==> src/hdl/timer16_consts.svh <==
// Offsets, field positions, reset values and fixed count limits
`ifndef TIMER16_CONSTS_SVH
`define TIMER16_CONSTS_SVH
// Word offsets on the register bus
`define OFS_CTRL_A 6'h00
`define OFS_CTRL_B 6'h04
`define OFS_CNT_LO 6'h08
`define OFS_CNT_HI 6'h0C
`define OFS_CMPA_LO 6'h10
`define OFS_CMPA_HI 6'h14
`define OFS_CMPB_LO 6'h18
`define OFS_CMPB_HI 6'h1C
`define OFS_CAP_LO 6'h20
`define OFS_CAP_HI 6'h24
`define OFS_STATUS 6'h28
// Control A fields
`define CA_WAVE0 0
`define CA_WAVE1 1
`define CA_FORCE_B 2
`define CA_FORCE_A 3
// Control B fields
`define CB_WAVE2 3
`define CB_WAVE3 4
// Reset values
`define CTRL_RST 8'h00
`define WIDE_RST 16'h0000
// Count limits
`define CNT_BOTTOM 16'h0000
`define CNT_MAX 16'hFFFF
`define TOP_8BIT 16'h00FF
`define TOP_9BIT 16'h01FF
`define TOP_10BIT 16'h03FF
`endif

==> src/hdl/timer16_pkg.sv <==
// Types shared by the timer byte access port
package timer16_pkg;
  // Source of the top of the count sequence
  typedef enum logic [5:0] {
    TOP_FULL = 6'h01,
    TOP_FIX8 = 6'h02,
    TOP_FIX9 = 6'h04,
    TOP_FIX10 = 6'h08,
    TOP_CMPA = 6'h10,
    TOP_CAP = 6'h20
  } top_src_t;
endpackage

==> src/hdl/timer16_byte_access_port.sv <==
// Byte-wide register access path for a 16-bit timer/counter
// Operation
// - Count of zero flags bottom to counter
// - Count of all ones flags maximum always
// - Top from fixed values, compare A, capture
// - Each wide register is two byte locations
// - One shared high-byte shadow per timer
// - High-byte write goes only to shadow
// - Low-byte write loads shadow and byte together
// - Count or capture low-byte read copies upper byte to shadow
// - Compare reads bypass the shadow entirely
// - Shadow keeps its value after low write
// - Force bits in A, upper two mode bits in B
// - CPU counter write beats clear and count
// - Capture writable only in capture-top modes
`timescale 1ns/100ps
`include "timer16_consts.svh"
module timer16_byte_access_port (
  input wire logic clk_i,
  input wire logic rst_i,
  input wire logic cyc_i,
  input wire logic stb_i,
  input wire logic we_i,
  input wire logic [5:0] adr_i,
  input wire logic [3:0] sel_i,
  input wire logic [31:0] dat_i,
  output logic [31:0] dat_o,
  output logic ack_o,
  input wire logic count_clear_i,
  input wire logic count_inc_i,
  input wire logic count_dec_i,
  input wire logic capture_stb_i,
  output logic [15:0] count_value_o,
  output logic [15:0] compare_reg_a_o,
  output logic [15:0] compare_reg_b_o,
  output logic [15:0] capture_reg_o,
  output logic [15:0] top_value_o,
  output logic [3:0] wave_mode_o,
  output logic [7:0] timer_control_a_o,
  output logic [7:0] timer_control_b_o,
  output logic force_compare_a_o,
  output logic force_compare_b_o,
  output logic at_bottom_o,
  output logic at_max_o,
  output logic at_top_o
);

  // Decode of the four mode bits into a top source
  function automatic timer16_pkg::top_src_t top_sel(input logic [3:0] m);
    case (m)
      4'h1, 4'h5: top_sel = timer16_pkg::TOP_FIX8;
      4'h2, 4'h6: top_sel = timer16_pkg::TOP_FIX9;
      4'h3, 4'h7: top_sel = timer16_pkg::TOP_FIX10;
      4'h4, 4'h9, 4'hB, 4'hF: top_sel = timer16_pkg::TOP_CMPA;
      4'h8, 4'hA, 4'hC, 4'hE: top_sel = timer16_pkg::TOP_CAP;
      default: top_sel = timer16_pkg::TOP_FULL;
    endcase
  endfunction

  logic ack_q; // Answer flag, one cycle
  logic [31:0] rdat_q; // Registered read data
  logic [7:0] shadow_q; // Shared high-byte shadow
  logic [7:0] ctrl_a_q; // Control A, force bits kept zero
  logic [7:0] ctrl_b_q; // Control B
  logic force_a_q; // Force pulse A
  logic force_b_q; // Force pulse B
  logic [15:0] count_q, count_d; // Counter value
  logic [15:0] cmpa_q; // Compare A
  logic [15:0] cmpb_q; // Compare B
  logic [15:0] cap_q, cap_d; // Capture register
  logic [15:0] top_q, top_d; // Active top value
  logic bottom_q, max_q, attop_q; // Count condition flags
  logic take, wr, rd; // Request decode
  logic [3:0] mode_d; // Mode bits after this edge
  timer16_pkg::top_src_t src_d, src_q; // Top source, next and now

  // Accept a request once per bus cycle
  assign take = cyc_i & stb_i & ~ack_q;
  assign wr = take & we_i & sel_i[0];
  assign rd = take & ~we_i;
  assign src_q = top_sel(wave_mode_o);

  // Acknowledge the cycle after a request; drop it next cycle
  always_ff @(posedge clk_i) begin
    if (rst_i) begin
      ack_q <= 1'b0;
    end else begin
      ack_q <= take;
    end
  end

  // Read data mux, high locations of count and capture via shadow
  always_ff @(posedge clk_i) begin
    if (rst_i) begin
      rdat_q <= 32'h0000_0000;
    end else if (rd) begin
      rdat_q <= 32'h0000_0000;
      case (adr_i & 6'h3C)
        `OFS_CTRL_A: rdat_q[7:0] <= ctrl_a_q;
        `OFS_CTRL_B: rdat_q[7:0] <= ctrl_b_q;
        `OFS_CNT_LO: rdat_q[7:0] <= count_q[7:0];
        `OFS_CNT_HI: rdat_q[7:0] <= shadow_q;
        `OFS_CMPA_LO: rdat_q[7:0] <= cmpa_q[7:0];
        `OFS_CMPA_HI: rdat_q[7:0] <= cmpa_q[15:8];
        `OFS_CMPB_LO: rdat_q[7:0] <= cmpb_q[7:0];
        `OFS_CMPB_HI: rdat_q[7:0] <= cmpb_q[15:8];
        `OFS_CAP_LO: rdat_q[7:0] <= cap_q[7:0];
        `OFS_CAP_HI: rdat_q[7:0] <= shadow_q;
        `OFS_STATUS: rdat_q[2:0] <= {attop_q, max_q, bottom_q};
        default: rdat_q <= 32'h0000_0000; // Unmapped reads zero
      endcase
    end
  end

  // Shared shadow: loaded by high writes and count or capture low reads only
  always_ff @(posedge clk_i) begin
    if (rst_i) begin
      shadow_q <= 8'h00;
    end else if (wr) begin
      case (adr_i & 6'h3C)
        `OFS_CNT_HI, `OFS_CMPA_HI, `OFS_CMPB_HI, `OFS_CAP_HI:
          shadow_q <= dat_i[7:0];
        default: shadow_q <= shadow_q; // Low writes keep it
      endcase
    end else if (rd) begin
      case (adr_i & 6'h3C)
        `OFS_CNT_LO: shadow_q <= count_q[15:8];
        `OFS_CAP_LO: shadow_q <= cap_q[15:8];
        default: shadow_q <= shadow_q; // Compare reads bypass
      endcase
    end
  end

  // Control registers; force bits become one-cycle strobes
  always_ff @(posedge clk_i) begin
    if (rst_i) begin
      ctrl_a_q <= `CTRL_RST;
      ctrl_b_q <= `CTRL_RST;
      force_a_q <= 1'b0;
      force_b_q <= 1'b0;
    end else begin
      force_a_q <= 1'b0;
      force_b_q <= 1'b0;
      if (wr && (adr_i & 6'h3C) == `OFS_CTRL_A) begin
        ctrl_a_q <= dat_i[7:0] & ~8'h0C;
        force_a_q <= dat_i[`CA_FORCE_A];
        force_b_q <= dat_i[`CA_FORCE_B];
      end
      if (wr && (adr_i & 6'h3C) == `OFS_CTRL_B) begin
        ctrl_b_q <= dat_i[7:0];
      end
    end
  end

  // Mode bits as they stand after this edge
  always_comb begin
    mode_d = {ctrl_b_q[`CB_WAVE3], ctrl_b_q[`CB_WAVE2],
              ctrl_a_q[`CA_WAVE1], ctrl_a_q[`CA_WAVE0]};
    if (wr && (adr_i & 6'h3C) == `OFS_CTRL_A) begin
      mode_d[1:0] = {dat_i[`CA_WAVE1], dat_i[`CA_WAVE0]};
    end
    if (wr && (adr_i & 6'h3C) == `OFS_CTRL_B) begin
      mode_d[3:2] = {dat_i[`CB_WAVE3], dat_i[`CB_WAVE2]};
    end
  end

  // Next counter value; a CPU write wins over counting
  always_comb begin
    if (wr && (adr_i & 6'h3C) == `OFS_CNT_LO) begin
      count_d = {shadow_q, dat_i[7:0]};
    end else if (count_clear_i) begin
      count_d = `CNT_BOTTOM;
    end else if (count_inc_i) begin
      count_d = count_q + 16'h0001;
    end else if (count_dec_i) begin
      count_d = count_q - 16'h0001;
    end else begin
      count_d = count_q;
    end
  end

  // Next capture value; CPU write only with capture as top
  always_comb begin
    cap_d = cap_q;
    if (top_sel(wave_mode_o) == timer16_pkg::TOP_CAP) begin
      if (wr && (adr_i & 6'h3C) == `OFS_CAP_LO) begin
        cap_d = {shadow_q, dat_i[7:0]};
      end
    end else if (capture_stb_i) begin
      cap_d = count_q; // Time stamp of an event
    end
  end

  // Counter and capture registers
  always_ff @(posedge clk_i) begin
    if (rst_i) begin
      count_q <= `WIDE_RST;
      cap_q <= `WIDE_RST;
    end else begin
      count_q <= count_d;
      cap_q <= cap_d;
    end
  end

  // Compare registers, loaded whole on low-byte writes
  always_ff @(posedge clk_i) begin
    if (rst_i) begin
      cmpa_q <= `WIDE_RST;
      cmpb_q <= `WIDE_RST;
    end else if (wr) begin
      if ((adr_i & 6'h3C) == `OFS_CMPA_LO) begin
        cmpa_q <= {shadow_q, dat_i[7:0]};
      end
      if ((adr_i & 6'h3C) == `OFS_CMPB_LO) begin
        cmpb_q <= {shadow_q, dat_i[7:0]};
      end
    end
  end

  // Top value from the mode selected after this edge
  always_comb begin
    src_d = top_sel(mode_d);
    case (src_d)
      timer16_pkg::TOP_FIX8: top_d = `TOP_8BIT;
      timer16_pkg::TOP_FIX9: top_d = `TOP_9BIT;
      timer16_pkg::TOP_FIX10: top_d = `TOP_10BIT;
      timer16_pkg::TOP_CMPA: top_d = (wr && (adr_i & 6'h3C) ==
        `OFS_CMPA_LO) ? {shadow_q, dat_i[7:0]} : cmpa_q;
      timer16_pkg::TOP_CAP: top_d = cap_d;
      default: top_d = `CNT_MAX;
    endcase
  end

  // Count conditions, registered together with the count
  always_ff @(posedge clk_i) begin
    if (rst_i) begin
      top_q <= `CNT_MAX;
      bottom_q <= 1'b1;
      max_q <= 1'b0;
      attop_q <= 1'b0;
    end else begin
      top_q <= top_d;
      bottom_q <= (count_d == `CNT_BOTTOM);
      max_q <= (count_d == `CNT_MAX);
      attop_q <= (count_d == top_d);
    end
  end

  // Outputs straight from flip-flops
  assign dat_o = rdat_q;
  assign ack_o = ack_q;
  assign count_value_o = count_q;
  assign compare_reg_a_o = cmpa_q;
  assign compare_reg_b_o = cmpb_q;
  assign capture_reg_o = cap_q;
  assign top_value_o = top_q;
  assign wave_mode_o = {ctrl_b_q[`CB_WAVE3], ctrl_b_q[`CB_WAVE2],
                        ctrl_a_q[`CA_WAVE1], ctrl_a_q[`CA_WAVE0]};
  assign timer_control_a_o = ctrl_a_q;
  assign timer_control_b_o = ctrl_b_q;
  assign force_compare_a_o = force_a_q;
  assign force_compare_b_o = force_b_q;
  assign at_bottom_o = bottom_q;
  assign at_max_o = max_q;
  assign at_top_o = attop_q;
endmodule

==> config.mk <==
export PLATFORM = sky130hd
export DESIGN_NAME = timer16_byte_access_port
export DESIGN_NICKNAME = d
export VERILOG_FILES = /design/src/hdl/timer16_pkg.sv /design/src/hdl/timer16_byte_access_port.sv
export VERILOG_INCLUDE_DIRS = /design/src /design/src/hdl
export SDC_FILE = /design/constraint.sdc
export NUM_CORES = 1
export LEC_CHECK = 0
export BUFFER_PORTS_ARGS = -buffer_cell sky130_fd_sc_hd__buf_2
export CORE_ASPECT_RATIO = 0.6
export CORE_UTILIZATION = 47
export DETAILED_ROUTE_END_ITERATION = 10
export PLACE_DENSITY = 0.8
export REMOVE_ABC_BUFFERS = 1
export SYNTH_ARGS = -nofsm -noshare
export SYNTH_HDL_FRONTEND = slang
export SYNTH_SLANG_ARGS = --single-unit
==> constraint.sdc <==
create_clock -name clk_i -period 2.82 [get_ports clk_i]
set_input_delay 0.282 -clock clk_i [delete_from_list [all_inputs] [get_ports clk_i]]
set_output_delay 0.282 -clock clk_i [all_outputs]
set_load 0.02 [all_outputs]
* Word level (Yosys, flattened, before mapping)
Memories as Yosys holds them, arrays and structs flattened. Index checks and enable logic that the tools add are counted.
Word-level totals: bits in registers 116, ROM bits 192, input bits 51, output and inout port bits 138, word-level logic and storage cells 78, memories kept 2
Operators by class: add/sub/neg operators 2, eq/ne operators 19, muxes and demuxes 17, bitwise gates (word level) 8, reductions and logical operators 15
Memory list:
- (no name shown) | depth 16, bits a word 6, rd ports 1, clocked after Yosys merged registers in 0, write ports 0, RTL line timer16_byte_access_port.sv:50 | case (m)
- (no name shown) | depth 16, bits a word 6, rd ports 1, clocked after Yosys merged registers in 0, write ports 0, RTL line timer16_byte_access_port.sv:50
Operators with widths (count):
- $mux W16 | 8
- $pmux W16 S5 | 1
- $pmux W5 S9 | 1
- $pmux W3 S10 | 1
- $mux W8 | 3
- $add A16 B1 Y16 const B | 1
- $eq A16 B16 Y1 | 1
- $eq A16 B16 Y1 const B | 1
- $eq A4 B3 Y1 const B | 4
- $logic_not A16 Y1 | 1
- $pmux W8 S2 | 1
- $sub A16 B1 Y16 const B | 1
- $eq A4 B4 Y1 const B | 3
- $eq A6 B6 Y1 const B | 2
- $eq A4 B2 Y1 const B | 2
- $eq A6 B2 Y1 const B | 1
- $eq A6 B3 Y1 const B | 1
- $eq A6 B4 Y1 const B | 1
- $eq A6 B5 Y1 const B | 1
- $logic_not A6 Y1 | 1
- $and A1 B1 Y1 | 5
- $logic_and A1 B1 Y1 | 5
- $eq A4 B1 Y1 const B | 1
- $mux W2 | 2
- 8 further kinds | 12

* Depth between registers and ports, before layout
An unclocked memory read counts as a cell.
depth in word-level cells 10, depth in mapped cells 12, depth with buffers taken out 11

* Worst setup path after synthesis
Ideal clock, no wire load.
path type input to register, start point in adr_i[2], end point reg attop_q, in the netlist at_top_o, library setup time 88 ps, arrival 2896 ps, data required time 2732 ps, path slack -164 ps, stages 10, buffers on the path 1, cells stage by stage buf_4 -> or4_4 -> nor3_1 -> a221o_1 -> o32ai_1 -> a311oi_1 -> xnor2_1 -> nand4_1 -> a2111o_1 -> nor4_2
On the way: longest elaborated chain between the ends 7, elaborated cells on any way between the ends 24, those cells by class 10 x eq/ne; 7 x mux; 6 x reduce/logical; 1 x memory
Ends and longest elaborated chain:
- start, declared | RTL line timer16_byte_access_port.sv:24 | input wire logic [5:0] adr_i,
- $eq A4 B1 Y1 / $logic_not A6 Y1 (equally long branches)
- $logic_and A1 B1 Y1 (no line)
- $mux W2 (on tied branches) | RTL line timer16_byte_access_port.sv:162, timer16_byte_access_port.sv:159
- $mem_v2 Z16 W6
- $eq A6 B6 Y1 (tied with other cells) | RTL line timer16_byte_access_port.sv:223 | case (src_d)
- $pmux W16 S5 | RTL line timer16_byte_access_port.sv:223
- $eq A16 B16 Y1 * | RTL line timer16_byte_access_port.sv:245 | attop_q <= (count_d == top_d);
- end signal, assigned | RTL line timer16_byte_access_port.sv:245
- end, declared | RTL line timer16_byte_access_port.sv:72 | logic bottom_q, max_q, attop_q;
Mark *: on every way between the ends. The rest lies on a longest branch, timed or not. A chain may end at the register's enable or synchronous reset.

* Worst setup path after layout
start point reg ack_q, in the netlist ack_o, end point reg attop_q, in the netlist at_top_o
On the way: longest elaborated chain between the ends 10, elaborated cells on any way between the ends 23, those cells by class 6 x eq/ne; 7 x mux; 4 x bitwise; 5 x reduce/logical; 1 x memory
Ends and longest elaborated chain:
- start, declared | RTL line timer16_byte_access_port.sv:60 | logic ack_q;
- start signal, assigned | RTL line timer16_byte_access_port.sv:88 | ack_q <= take;
- $not A1 Y1 * | RTL line timer16_byte_access_port.sv:78 | assign take = cyc_i & stb_i & ~ack_q;
- $and A1 B1 Y1 * | RTL line timer16_byte_access_port.sv:78
- $and A1 B1 Y1 * (2 in a row) | RTL line timer16_byte_access_port.sv:79 | assign wr = take & we_i & sel_i[0];
- $logic_and A1 B1 Y1 (no line)
- $mux W2 (on tied branches) | RTL line timer16_byte_access_port.sv:159, timer16_byte_access_port.sv:162
- $mem_v2 Z16 W6
- $eq A6 B6 Y1 (tied with other cells) | RTL line timer16_byte_access_port.sv:223
- $pmux W16 S5 | RTL line timer16_byte_access_port.sv:223
- $eq A16 B16 Y1 * | RTL line timer16_byte_access_port.sv:245
Marked as above.

==> results.py <==
metrics = {
    "sta": {
        "worstMarginPinSlew_ps": 1240,
        "fin_crit_ps": 2800,
        "hold_slack_ps": 198,
        "clock_skew_ps": 6.57,
        "finalMaxSlewViolations": 0,
        "hold_violations": 0,
        "fmax_mhz": 357,
        "final.period_utilization_pct": 99.3,
        "setup_violations": 0,
        "slew_headroom_pct": 16.8,
    },
    "worst_setup_path": {
        "worstPathArrival_ps": 3130,
        "cp-start-kind": "flip-flop",
        "path_class": "flip-flop to flip-flop",
        "cp.required_ps": 3150,
        "cp-end-kind": "flip-flop",
        "crit_fanout": 14,
    },
    "final_layout": {
        "nNetsFinal": 1043,
        "syn2layout_area_growth_pct": 37.3,
        "fill_cells": 1055,
        "diodes": 0,
        "final_common_cell": "buf_4",
        "layout-drive-gt1-share_pct": 35.9,
        "layout_common_cells": "buf_4 (136), buf_2 (132), dfxtp_1 (114)",
    },
    "placement": {
        "globalplace.congestion": 1.04,
        "io_buffers": 133,
        "dp_hpwl_um": 18200,
    },
    "cts": {
        "cts_tree": "yes",
        "clock_sinks": 116,
        "clk_pin_slew_ps": 60,
        "cts_buffer_depth": 2,
        "root_buffer": "clkbuf_16",
        "clk_latency_ps": 410,
        "cts_buffers": 17,
        "htree_num_levels": 4,
    },
    "yosys": {
        "synth_edf_count": 0,
        "synthFlopType": "dfxtp_1",
        "netlist_area_um2": 6430,
        "ys_seq_area_share_pct": 36.1,
        "async_flop_share_pct": 0,
        "avgSynthCellArea_um2": 8.52,
        "synth_cell_type_count": 69,
        "synth-seq-cells": 116,
        "synthesis.instances": 755,
        "ys_warn_count": 0,
    },
    "floorplanning": {
        "core_area_um2": 13100,
        "pin_count": 189,
        "start_util_pct": 49.1,
        "dieWidth_um": 153,
        "die-area_um2": 14200,
        "num_rows": 32,
        "chipHeight_um": 92.6,
    },
    "power": {
        "p_clk_share_pct": 48.7,
        "leakage_uw": 0.00381,
        "internal_power_uw": 3250,
        "seq_power_share_pct": 38.1,
        "power.density_nw_per_um2": 507,
        "combPwrFrac_pct": 13.1,
        "netSwitchingFraction_pct": 27.2,
        "power.total_uw": 4470,
        "ir_drop_mv": 0.291,
        "switching_power_uw": 1220,
    },
    "global_route": {
        "antenna_found_initial": 0,
        "grt_overflow": 0,
        "grt_max_degree": 71,
        "grt_pass1_vias": 6439,
        "gr-usage-all-layers_pct": 34.0,
        "grt_pass1_wl_um": 36500,
    },
    "drt": {
        "antenna_left": 0,
        "via_per_inst": 6.15,
        "drt-pass1-iter-count": 6,
        "drt_iter0_markers": 876,
        "drc_errors": 0,
        "wl_per_cell_um": 21.1,
        "wl_um": 24700,
        "num_vias": 7216,
    },
    "min_path": {
        "hold_class": "input port to flip-flop",
    },
    "run_status": {
        "status": "finished, final reports clean",
    },
    "job": {
        "maxCapViolations": 0,
    },
}
-- path summary, 6_finish.rpt --
| kind | to | from | depth (start not counted) | slack, ps |
|---|---|---|---|---|
| min reg2reg | dat_o[0] | dat_o[0] | 2 | 450 |
| max reg2reg | at_top_o | ack_o | 12 | 20 |
| max | at_top_o | ack_o | 12 | 20 |
| min | timer_control_a_o[6] | dat_i[6] | 3 | 200 |
-- power by group through the flow --
stage	Sequential, uW	Combinational, uW	Clock, uW
2_1_floorplan	1770	234	0
3_5_place_dp	1740	535	0
4_1_cts	1700	545	2170
3_3_place_gp	1740	529	0
6_report	1710	587	2180
5_1_grt	1710	617	2240
-- layout make-up --
class	instances	area, um^2	share of cell area (%)
inverters	8	30.0	0.340
well taps	170	213	2.41
clock inverters	12	129	1.46
flip-flops and latches	116	2320	26.3
repair buffers	274	1760	19.9
clock buffers	20	467	5.29
multi-input cells	573	3910	44.3
-- worst max-delay path, cell delays in order, from the launching register on --
cell and delay (ps):
dfxtp_2 320, and3b_1 240, buf_4 170, nand4b_1 210
buf_6 210, nand2_1 120, buf_12 160, o21ai_0 140
a221oi_1 470, nor3_1 80, a21oi_1 160, nand4_1 150
nor4_2 270
-- routing by layer --
layer | share of wire (%) | global-route usage [%] | vias up
met5 | 0 | 0 | -
met4 | 2.1 | 11.4 | 0
met2 | 41 | 47.8 | 548
met1 | 43 | 47.8 | 3430
li1 | - | - | 3179
met3 | 14 | 11.7 | 59
-- cells in the mapped netlist, types with 11 or more instances --
master	instances	area, um^2
o21ai_0	33	165
o22a_1	14	123
nand2_1	50	188
nor2_1	107	402
buf_4	36	270
dfxtp_1	116	2320
clkbuf_1	38	143
nor3_1	19	95.1
a22oi_1	22	165
mux2i_1	57	571
nand4_1	11	68.8
nor2b_1	13	81.3
xnor2_1	14	123
xor2_1	12	105
and3_1	14	87.6
a21oi_1	35	175
-- per-stage QoR --
stage | area [um^2] | cells | util [%] | setup WS [ps] | setup TNS (ps)
after floorplan | 6070 | 697 | - | -374 | -683
after global placement | 7910 | 1125 | 60.4 | -341 | -388
after detailed placement | 7910 | 1125 | 60.4 | -317 | -374
after CTS | 8560 | 1161 | 65.4 | 12.0 | 0
after global routing | 8830 | 1173 | 67.4 | -77.2 | -77.2
final | 8830 | 1173 | 67.4 | 19.7 | 0
-- repair_timing --
action,4_1_cts,5_1_grt
cloned,0,0
resized for setup,5,41
buffers inserted,4,13
hold buffers,0,0
pin swaps,2,19
endpoints found under the setup margin,1,2
-- registers in the layout, indices dropped and copies added (netlist names), 6 cells and up --
register           flops
capture_reg_o         16
compare_reg_a_o       16
compare_reg_b_o       16
count_value_o         16
top_value_o           16
dat_o                  8
shadow_q               8
timer_control_b_o      8
timer_control_a_o      6
-- cell families (layout without fill, tap and decap cells) --
family	count (synthesis)	count (layout)	synth area share [%]
compound gates	184	184	20.4
xor+xnor	26	26	3.54
fa+ha+maj	2	2	0.389
buf+inv	91	314	7.49
flops	116	116	36.1
mux	63	63	9.92
other cells	1	26	0.0583
simple gates	272	272	22.1
Note: power is estimated with default switching activity, not from simulation.
